==> src/core/time_base_params.svh <==
// constants for the motor pwm time base block
`ifndef TIME_BASE_PARAMS_SVH
`define TIME_BASE_PARAMS_SVH
`define NUM_BASES    2
`define VAL_W        15
`define REG_W        16
`define ADDR_W       8
`define CTL_RUN      15
`define CTL_IDLE     13
`define CTL_POST_HI  7
`define CTL_POST_LO  4
`define CTL_PRE_HI   3
`define CTL_PRE_LO   2
`define CTL_MODE_HI  1
`define CTL_MODE_LO  0
`define CTL_WMASK    16'ha0ff
`define CNT_DIR      15
`define RST_16       16'h0000
`define RD_PAD       16'h0000
`define OFS_CTRL     8'h00
`define OFS_COUNT    8'h04
`define OFS_PERIOD   8'h08
`define OFS_STEP     8'h10
`define OFS_STAT     8'h20
`define OFS_CLR      8'h24
`define OFS_EN       8'h28
`define MODE_FREE    2'h0
`define MODE_SINGLE  2'h1
`define MODE_UPDN    2'h2
`define MODE_DOUBLE  2'h3
`define PRE_DIV1     2'h0
`define PRE_DIV4     2'h1
`define PRE_DIV16    2'h2
`define PRE_LIM1     6'h00
`define PRE_LIM4     6'h03
`define PRE_LIM16    6'h0f
`define PRE_LIM64    6'h3f
`define RESP_OKAY    2'h0
`define RESP_SLVERR  2'h2
`endif

==> src/core/time_base_pkg.sv <==
// types shared by the time base counter and its register wrapper
`include "time_base_params.svh"
package time_base_pkg;
  typedef struct packed {
    logic              run_enable;
    logic              idle_stop;
    logic [3:0]        postscale;
    logic [1:0]        prescale;
    logic [1:0]        mode;
  } base_ctrl_s;
  typedef struct packed {
    logic [`VAL_W-1:0] count;
    logic              dir;
    logic              period_match;
    logic              base_event;
  } base_status_s;
endpackage

==> src/core/time_base_counter.sv <==
// one pwm time base: prescaler, counter with direction, postscaler
`timescale 1ns/1ps
`include "time_base_params.svh"
module time_base_counter (
  input  wire logic                         aclk,
  input  wire logic                         aresetn,
  input  wire time_base_pkg::base_ctrl_s    cfg,
  input  wire logic [`VAL_W-1:0]            period,
  input  wire logic                         cpu_idle,
  input  wire logic                         load_valid,
  input  wire logic [`VAL_W-1:0]            load_value,
  output wire logic                         single_done,
  output wire time_base_pkg::base_status_s  status
);
  logic              run;
  logic              tick;
  logic              updown;
  logic              top_hit;
  logic              bot_hit;
  logic              boundary;
  logic [5:0]        pre_lim;
  logic [5:0]        presc_reg;
  logic [`VAL_W-1:0] cnt_reg;
  logic              dir_reg;
  logic [3:0]        post_reg;
  logic              match_reg;
  logic              event_reg;

  assign run = cfg.run_enable && !(cfg.idle_stop && cpu_idle);

  always_comb begin
    case (cfg.prescale)
      `PRE_DIV1:  pre_lim = `PRE_LIM1;
      `PRE_DIV4:  pre_lim = `PRE_LIM4;
      `PRE_DIV16: pre_lim = `PRE_LIM16;
      default:    pre_lim = `PRE_LIM64;
    endcase
  end

  // one instruction cycle is one aclk
  assign tick = run && (presc_reg >= pre_lim);

  always_ff @(posedge aclk) begin
    if (!aresetn) begin
      presc_reg <= 6'h00;
    end else if (run) begin
      presc_reg <= tick ? 6'h00 : presc_reg + 6'h01;
    end
  end

  assign updown  = (cfg.mode == `MODE_UPDN) || (cfg.mode == `MODE_DOUBLE);
  assign top_hit = tick && !dir_reg && (cnt_reg >= period);
  assign bot_hit = tick && dir_reg && (cnt_reg == '0);
  assign single_done = top_hit && (cfg.mode == `MODE_SINGLE) && !load_valid;

  always_comb begin
    case (cfg.mode)
      `MODE_UPDN:   boundary = bot_hit;
      `MODE_DOUBLE: boundary = top_hit || bot_hit;
      default:      boundary = top_hit;
    endcase
  end

  // software load wins over counting in the same cycle
  always_ff @(posedge aclk) begin
    if (!aresetn) begin
      cnt_reg <= '0;
      dir_reg <= 1'b0;
    end else if (load_valid) begin
      cnt_reg <= load_value;
    end else if (tick) begin
      if (!updown) begin
        dir_reg <= 1'b0;
        cnt_reg <= top_hit ? '0 : cnt_reg + 15'h0001;
      end else if (top_hit) begin
        dir_reg <= 1'b1;
        if (cnt_reg != '0) cnt_reg <= cnt_reg - 15'h0001;
      end else if (bot_hit) begin
        dir_reg <= 1'b0;
        if (period != '0) cnt_reg <= cnt_reg + 15'h0001;
      end else if (dir_reg) begin
        cnt_reg <= cnt_reg - 15'h0001;
      end else begin
        cnt_reg <= cnt_reg + 15'h0001;
      end
    end
  end

  always_ff @(posedge aclk) begin
    if (!aresetn) begin
      post_reg  <= 4'h0;
      event_reg <= 1'b0;
      match_reg <= 1'b0;
    end else begin
      event_reg <= boundary && (post_reg >= cfg.postscale);
      match_reg <= top_hit;
      if (boundary) post_reg <= (post_reg >= cfg.postscale) ? 4'h0 : post_reg + 4'h1;
    end
  end

  assign status = '{count: cnt_reg, dir: dir_reg, period_match: match_reg,
                    base_event: event_reg};
endmodule

==> src/core/motor_pwm_time_base.sv <==
// two motor pwm time bases behind an axi4-lite register slave
//
// Decided for this implementation: the register offsets and the AXI4-Lite register port.
`timescale 1ns/1ps
`include "time_base_params.svh"
module motor_pwm_time_base (
  input  wire logic                         aclk,
  input  wire logic                         aresetn,
  input  wire logic                         cpu_idle,
  input  wire logic [`ADDR_W-1:0]           awaddr,
  input  wire logic [2:0]                   awprot,
  input  wire logic                         awvalid,
  output wire logic                         awready,
  input  wire logic [31:0]                  wdata,
  input  wire logic [3:0]                   wstrb,
  input  wire logic                         wvalid,
  output wire logic                         wready,
  output wire logic [1:0]                   bresp,
  output wire logic                         bvalid,
  input  wire logic                         bready,
  input  wire logic [`ADDR_W-1:0]           araddr,
  input  wire logic [2:0]                   arprot,
  input  wire logic                         arvalid,
  output wire logic                         arready,
  output wire logic [31:0]                  rdata,
  output wire logic [1:0]                   rresp,
  output wire logic                         rvalid,
  input  wire logic                         rready,
  output wire logic                         irq,
  output wire time_base_pkg::base_status_s  base_status [`NUM_BASES]
);
  logic                     aw_full_reg;
  logic [`ADDR_W-1:0]       aw_addr_reg;
  logic                     w_full_reg;
  logic [`REG_W-1:0]        w_data_reg;
  logic [1:0]               w_strb_reg;
  logic                     bvalid_reg;
  logic [1:0]               bresp_reg;
  logic                     rvalid_reg;
  logic [`REG_W-1:0]        rdata_reg;
  logic [1:0]               rresp_reg;
  logic                     do_write;
  logic                     rd_take;
  logic [`REG_W-1:0]        rd_val;
  logic [`REG_W-1:0]        ctrl_reg   [`NUM_BASES];
  logic [`VAL_W-1:0]        period_reg [`NUM_BASES];
  time_base_pkg::base_ctrl_s cfg       [`NUM_BASES];
  logic [`NUM_BASES-1:0]    single_done;
  logic [`NUM_BASES-1:0]    base_event;
  logic [`NUM_BASES-1:0]    stat_reg;
  logic [`NUM_BASES-1:0]    stat_next;
  logic [`NUM_BASES-1:0]    en_reg;
  logic                     clr_hit;
  logic                     en_hit;

  // byte lanes 0 and 1 carry the 16-bit registers; upper lanes ignored
  function automatic logic [`REG_W-1:0] merge(input logic [`REG_W-1:0] old,
                                              input logic [`REG_W-1:0] val,
                                              input logic [1:0]        strb);
    logic [`REG_W-1:0] mask;
    mask = {{8{strb[1]}}, {8{strb[0]}}};
    return (old & ~mask) | (val & mask);
  endfunction

  function automatic logic addr_ok(input logic [`ADDR_W-1:0] a);
    logic ok;
    ok = (a == `OFS_STAT) || (a == `OFS_CLR) || (a == `OFS_EN);
    for (int k = 0; k < `NUM_BASES; k++) begin
      ok = ok || (a == `ADDR_W'(`OFS_CTRL + `OFS_STEP * k))
              || (a == `ADDR_W'(`OFS_COUNT + `OFS_STEP * k))
              || (a == `ADDR_W'(`OFS_PERIOD + `OFS_STEP * k));
    end
    return ok;
  endfunction

  // write channel: address and data are held until both are present
  assign awready  = !aw_full_reg;
  assign wready   = !w_full_reg;
  assign do_write = aw_full_reg && w_full_reg && !bvalid_reg;

  always_ff @(posedge aclk) begin
    if (!aresetn) begin
      aw_full_reg <= 1'b0;
      aw_addr_reg <= '0;
    end else if (awvalid && awready) begin
      aw_full_reg <= 1'b1;
      aw_addr_reg <= awaddr;
    end else if (do_write) begin
      aw_full_reg <= 1'b0;
    end
  end

  always_ff @(posedge aclk) begin
    if (!aresetn) begin
      w_full_reg <= 1'b0;
      w_data_reg <= `RST_16;
      w_strb_reg <= 2'h0;
    end else if (wvalid && wready) begin
      w_full_reg <= 1'b1;
      w_data_reg <= wdata[`REG_W-1:0];
      w_strb_reg <= wstrb[1:0];
    end else if (do_write) begin
      w_full_reg <= 1'b0;
    end
  end

  always_ff @(posedge aclk) begin
    if (!aresetn) begin
      bvalid_reg <= 1'b0;
      bresp_reg  <= `RESP_OKAY;
    end else if (do_write) begin
      bvalid_reg <= 1'b1;
      bresp_reg  <= addr_ok(aw_addr_reg) ? `RESP_OKAY : `RESP_SLVERR;
    end else if (bready) begin
      bvalid_reg <= 1'b0;
    end
  end

  assign bvalid = bvalid_reg;
  assign bresp  = bresp_reg;

  // per time base registers and counter
  for (genvar i = 0; i < `NUM_BASES; i++) begin : g_base
    localparam logic [`ADDR_W-1:0] BASE = `ADDR_W'(`OFS_STEP * i);
    logic              ctl_hit;
    logic              cnt_hit;
    logic              per_hit;
    logic [`REG_W-1:0] cnt_word;
    logic [`REG_W-1:0] per_word;

    assign ctl_hit  = do_write && (aw_addr_reg == (`OFS_CTRL + BASE));
    assign cnt_hit  = do_write && (aw_addr_reg == (`OFS_COUNT + BASE));
    assign per_hit  = do_write && (aw_addr_reg == (`OFS_PERIOD + BASE));
    assign cnt_word = merge({1'b0, base_status[i].count}, w_data_reg, w_strb_reg);
    assign per_word = merge({1'b0, period_reg[i]}, w_data_reg, w_strb_reg);

    // a software write in the same cycle beats the single pulse stop
    always_ff @(posedge aclk) begin
      if (!aresetn) begin
        ctrl_reg[i] <= `RST_16;
      end else if (ctl_hit) begin
        ctrl_reg[i] <= merge(ctrl_reg[i], w_data_reg, w_strb_reg) & `CTL_WMASK;
      end else if (single_done[i]) begin
        ctrl_reg[i][`CTL_RUN] <= 1'b0;
      end
    end

    // no shadow: a new period acts on the next compare
    always_ff @(posedge aclk) begin
      if (!aresetn) begin
        period_reg[i] <= '0;
      end else if (per_hit) begin
        period_reg[i] <= per_word[`VAL_W-1:0];
      end
    end

    assign cfg[i] = '{run_enable: ctrl_reg[i][`CTL_RUN],
                      idle_stop:  ctrl_reg[i][`CTL_IDLE],
                      postscale:  ctrl_reg[i][`CTL_POST_HI:`CTL_POST_LO],
                      prescale:   ctrl_reg[i][`CTL_PRE_HI:`CTL_PRE_LO],
                      mode:       ctrl_reg[i][`CTL_MODE_HI:`CTL_MODE_LO]};

    time_base_counter u_counter (
      .aclk        (aclk),
      .aresetn     (aresetn),
      .cfg         (cfg[i]),
      .period      (period_reg[i]),
      .cpu_idle    (cpu_idle),
      .load_valid  (cnt_hit),
      .load_value  (cnt_word[`VAL_W-1:0]),
      .single_done (single_done[i]),
      .status      (base_status[i])
    );

    assign base_event[i] = base_status[i].base_event;
  end

  // interrupt status: sticky, write one to clear, set beats clear
  assign clr_hit = do_write && (aw_addr_reg == `OFS_CLR);
  assign en_hit  = do_write && (aw_addr_reg == `OFS_EN);

  always_comb begin
    stat_next = stat_reg;
    if (clr_hit) stat_next = stat_next & ~w_data_reg[`NUM_BASES-1:0];
    stat_next = stat_next | base_event;
  end

  always_ff @(posedge aclk) begin
    if (!aresetn) begin
      stat_reg <= '0;
    end else begin
      stat_reg <= stat_next;
    end
  end

  always_ff @(posedge aclk) begin
    if (!aresetn) begin
      en_reg <= '0;
    end else if (en_hit && w_strb_reg[0]) begin
      en_reg <= w_data_reg[`NUM_BASES-1:0];
    end
  end

  assign irq = |(stat_reg & en_reg);

  // read channel: one read at a time, answered one cycle after it is taken
  assign arready = !rvalid_reg;
  assign rd_take = arvalid && arready;

  always_comb begin
    rd_val = `RST_16;
    for (int k = 0; k < `NUM_BASES; k++) begin
      if (araddr == `ADDR_W'(`OFS_CTRL + `OFS_STEP * k)) begin
        rd_val = ctrl_reg[k];
      end
      if (araddr == `ADDR_W'(`OFS_COUNT + `OFS_STEP * k)) begin
        rd_val = {base_status[k].dir, base_status[k].count};
      end
      if (araddr == `ADDR_W'(`OFS_PERIOD + `OFS_STEP * k)) begin
        rd_val = {1'b0, period_reg[k]};
      end
    end
    if (araddr == `OFS_STAT) rd_val[`NUM_BASES-1:0] = stat_reg;
    if (araddr == `OFS_EN) rd_val[`NUM_BASES-1:0] = en_reg;
  end

  always_ff @(posedge aclk) begin
    if (!aresetn) begin
      rvalid_reg <= 1'b0;
      rdata_reg  <= `RST_16;
      rresp_reg  <= `RESP_OKAY;
    end else if (rd_take) begin
      rvalid_reg <= 1'b1;
      rdata_reg  <= rd_val;
      rresp_reg  <= addr_ok(araddr) ? `RESP_OKAY : `RESP_SLVERR;
    end else if (rready) begin
      rvalid_reg <= 1'b0;
    end
  end

  assign rvalid = rvalid_reg;
  assign rdata  = {`RD_PAD, rdata_reg};
  assign rresp  = rresp_reg;
endmodule

==> config.mk <==
export PLATFORM = sky130hd
export DESIGN_NAME = motor_pwm_time_base
export DESIGN_NICKNAME = d
export VERILOG_FILES = /design/src/core/time_base_pkg.sv /design/src/core/time_base_counter.sv /design/src/core/motor_pwm_time_base.sv
export VERILOG_INCLUDE_DIRS = /design/src /design/src/core
export SDC_FILE = /design/constraint.sdc
export NUM_CORES = 1
export LEC_CHECK = 0
export BUFFER_PORTS_ARGS = -buffer_cell sky130_fd_sc_hd__buf_2
export CAP_MARGIN = 0
export CORE_AREA = 2 2 143 145
export CTS_CLUSTER_DIAMETER = 120
export DETAILED_ROUTE_END_ITERATION = 10
export DIE_AREA = 0 0 145 147
export PLACE_DENSITY = 0.78
export SLEW_MARGIN = 40
export SYNTH_ARGS = -nofsm -noshare
export SYNTH_HDL_FRONTEND = slang
export SYNTH_HIERARCHICAL = 1
export SYNTH_SLANG_ARGS = --single-unit
==> constraint.sdc <==
create_clock -name aclk -period 4 [get_ports aclk]
set_input_delay 0.2 -clock aclk [delete_from_list [all_inputs] [get_ports aclk]]
set_output_delay 0.2 -clock aclk [all_outputs]
set_load 0.01 [all_outputs]
==> flow_summary.ini <==
[cts]
clk_pin_slew_worst_paths_ps = 70
postCtsSetupRepairBufs = 0
cts.path.max_buffers = 2
h-tree-depth = 4
cts-root-buf = clkbuf_16
clkLatencyLatePin_ps = 440
cts_tree = yes
clock-sinks = 158
cts_made_buffers = 17

[sta]
whs_ps = 7.37
worst_slack_ps = 610
finalSetupViolCount = 0
grt_setup_unrepaired = false
worst_slew_pin_slew_ps = 800
slew_violations = 0
relSlewSlack = 0.467
fin_crit_sh = 0.848
fin_skew_ps = 12.1
hold_viol_final = 0
fin_setup_tns_ps = 0
min_period_ps = 3390
clock.fmax_ghz = 0.295

[setup_path]
crit_path_end = g_base[1].u_counter/cnt_reg[10]
crit_path_top_delay_cell = o21ai_2
r2r_cells = 9
crit_buf_inv = 0
reg2reg_to = g_base[1].u_counter/cnt_reg[10]
worst-setup-path-type = register to register
critPathLaunch = g_base[1].u_counter/cnt_reg[13]
cp.arrival_ps = 3770
r2r_start = g_base[1].u_counter/cnt_reg[13]
cp_cell_sequence = ha_1 -> nand4_1 -> or3_1 -> nor2_2 -> a2bb2oi_1 -> o21ai_2 -> nand3_1 -> a2111oi_0 -> o31a_1
worstPathRequired_ps = 4380
slowest_delay_ps = 650
cp_max_fo = 19
cp_top_family = compound AO/OA/AOI/OAI gates
start_kind = register
path_depth = 9
critPathCaptureType = register
r2r_slack_ps = 610

[global_route]
grt_pass1_vias = 10200
met2_usage = 0.497
grt_max_degree = 59
met3_usage = 0.0671
grtUsageMet1 = 0.456
grt_antenna_before_repair = 1
grt_pass1_wl_um = 55800
busiest_layer = met2
overflow = 0
grt_use_total = 0.328

[drt]
avgViaCountPerCell = 6.41
drc_errors = 0
wl_per_cell_um = 20.4
vias = 11100
drtAntennaViolNets = 0
drt-initial-drc-count = 1485
drt-total-wl_um = 35500
dr.pass1.iters = 6

[die]
die_area_um2 = 21300
die_h_um = 147
ios = 144
row_count = 52
core_area_um2 = 19800
start_util = 0.562
die_x_um = 145

[synth]
synth_warnings = 6
synth_area_um2 = 11100
synth_area_leaders = dfxtp_1, edfxtp_1, ha_1
ys_seq_area_frac = 0.329
netlist.area_leader.share = 0.194
synth_top_flop_cell = dfxtp_1
synth.largest_area_cell = dfxtp_1
async_flop_share = 0
syn_avg_cell_area_um2 = 8.12
ys_types = 97
ys_seq_elements = 158
netlist_instances = 1373
synth_edf_count = 50

[run_status]
status = completed

[layout]
multi_input_area_um2 = 6690
layout_common_cells = nand2_1, a21oi_1, dfxtp_1
layout-drive-gt1-share = 0.150
layout_commonest_cell = nand2_1
seq_area_um2 = 3660
syn2layout_area_growth_pct = 12.2
nFillCells = 1681
instances_no_fill = 1740
final_nets = 1582

[placed_design]
routabilityCongestion = 0.978
detailedPlace.worstSlack_ps = 780
hpwl_um = 25100
io_buffers = 101
dp.cells = 1693

[pwr]
power_leakage_nw = 5.06
power.density_nw_per_um2 = 321
p_total_w = 0.00402
vdd_drop_max_mv = 0.285

[flow_run]
maxCapViolCount = 0

[hold_path]
hold_path_class = input pin to register
-- cell families after synthesis --
kind of cell | Yosys count | synth area share
other | 1 | 0.000336
AND/OR/NAND/NOR | 522 | 0.251
adder cells (fa/ha/maj) | 60 | 0.0673
buffers and inverters | 187 | 0.0781
XOR/XNOR | 15 | 0.0118
multiplexers | 20 | 0.0180
flip-flops | 158 | 0.329
AO/OA/AOI/OAI | 410 | 0.245
-- synth_stat cells (all sizes together), types with 9 or more instances --
master	count
a211oi	9
a21o	17
a21oi	128
a22oi	11
a31oi	20
and3	18
buf	50
clkbuf	45
dfxtp	108
edfxtp	50
ha	60
inv	91
mux2i	20
nand2	154
nand2b	70
nand3	49
nand3b	9
nand4	16
nor2	79
nor2b	10
nor3	29
nor4	17
o211ai	12
o21a	15
o21ai	92
o22a	9
o31ai	13
or3	26
-- power by group --
part	internal (W)	switching, W	total [W]
clock network	0.000982	0.000759	0.00174
logic	0.000185	0.000312	0.000496
registers	0.00170	0.0000760	0.00178
-- routing by layer --
| layer | up-vias | share of wire |
|---|---|---|
| li1 | 5131 | - |
| met1 | 5161 | 0.41 |
| met2 | 752 | 0.44 |
| met3 | 102 | 0.11 |
| met4 | 0 | 0.041 |
| met5 | - | 0 |
-- final cells by class --
| cell class | instances | area share |
|---|---|---|
| inverters | 92 | 0.0276 |
| diodes | 1 | 0.000200 |
| well taps | 270 | 0.0270 |
| repair buffers | 142 | 0.0680 |
| clock buffers | 18 | 0.0360 |
| clock inverters | 14 | 0.0133 |
| flip-flops and latches | 158 | 0.293 |
| multi-input cells | 1045 | 0.535 |
-- timing repair --
item / in CTS / in global routing
resized for setup: 0 / 0
hold buffers: 14 / 0
hold endpoints to repair: 14 / 0
-- worst min-delay path by stage --
stage	from	end	slack (ps)	cells after the start
detailed placement	wstrb[1]	w_strb_reg[1]	440	3
global placement	awaddr[6]	aw_addr_reg[6]	430	3
CTS	wdata[2]	w_data_reg[2]	0.002	3
finish	wdata[2]	w_data_reg[2]	7	3
global route	wdata[10]	w_data_reg[10]	4	3
floorplan	wdata[10]	w_data_reg[10]	340	2
-- worst register-to-register path, stage by stage (launching register included) --
cell,delay (ps)
dfxtp_1,610
ha_1,230
nand4_1,120
or3_1,440
nor2_2,180
a2bb2oi_1,140
o21ai_2,650
nand3_1,140
a2111oi_0,640
o31a_1,190
-- stage by stage --
| stage | util | instance area (µm²) |
|---|---|---|
| finish | 0.630 | 12500 |
| global route | 0.630 | 12500 |
| CTS | 0.630 | 12500 |
| detailed placement | 0.592 | 11700 |
| global placement | 0.591 | 11700 |
| floorplan | - | 11200 |
No activity file was read; power rests on OpenSTA's default activity.
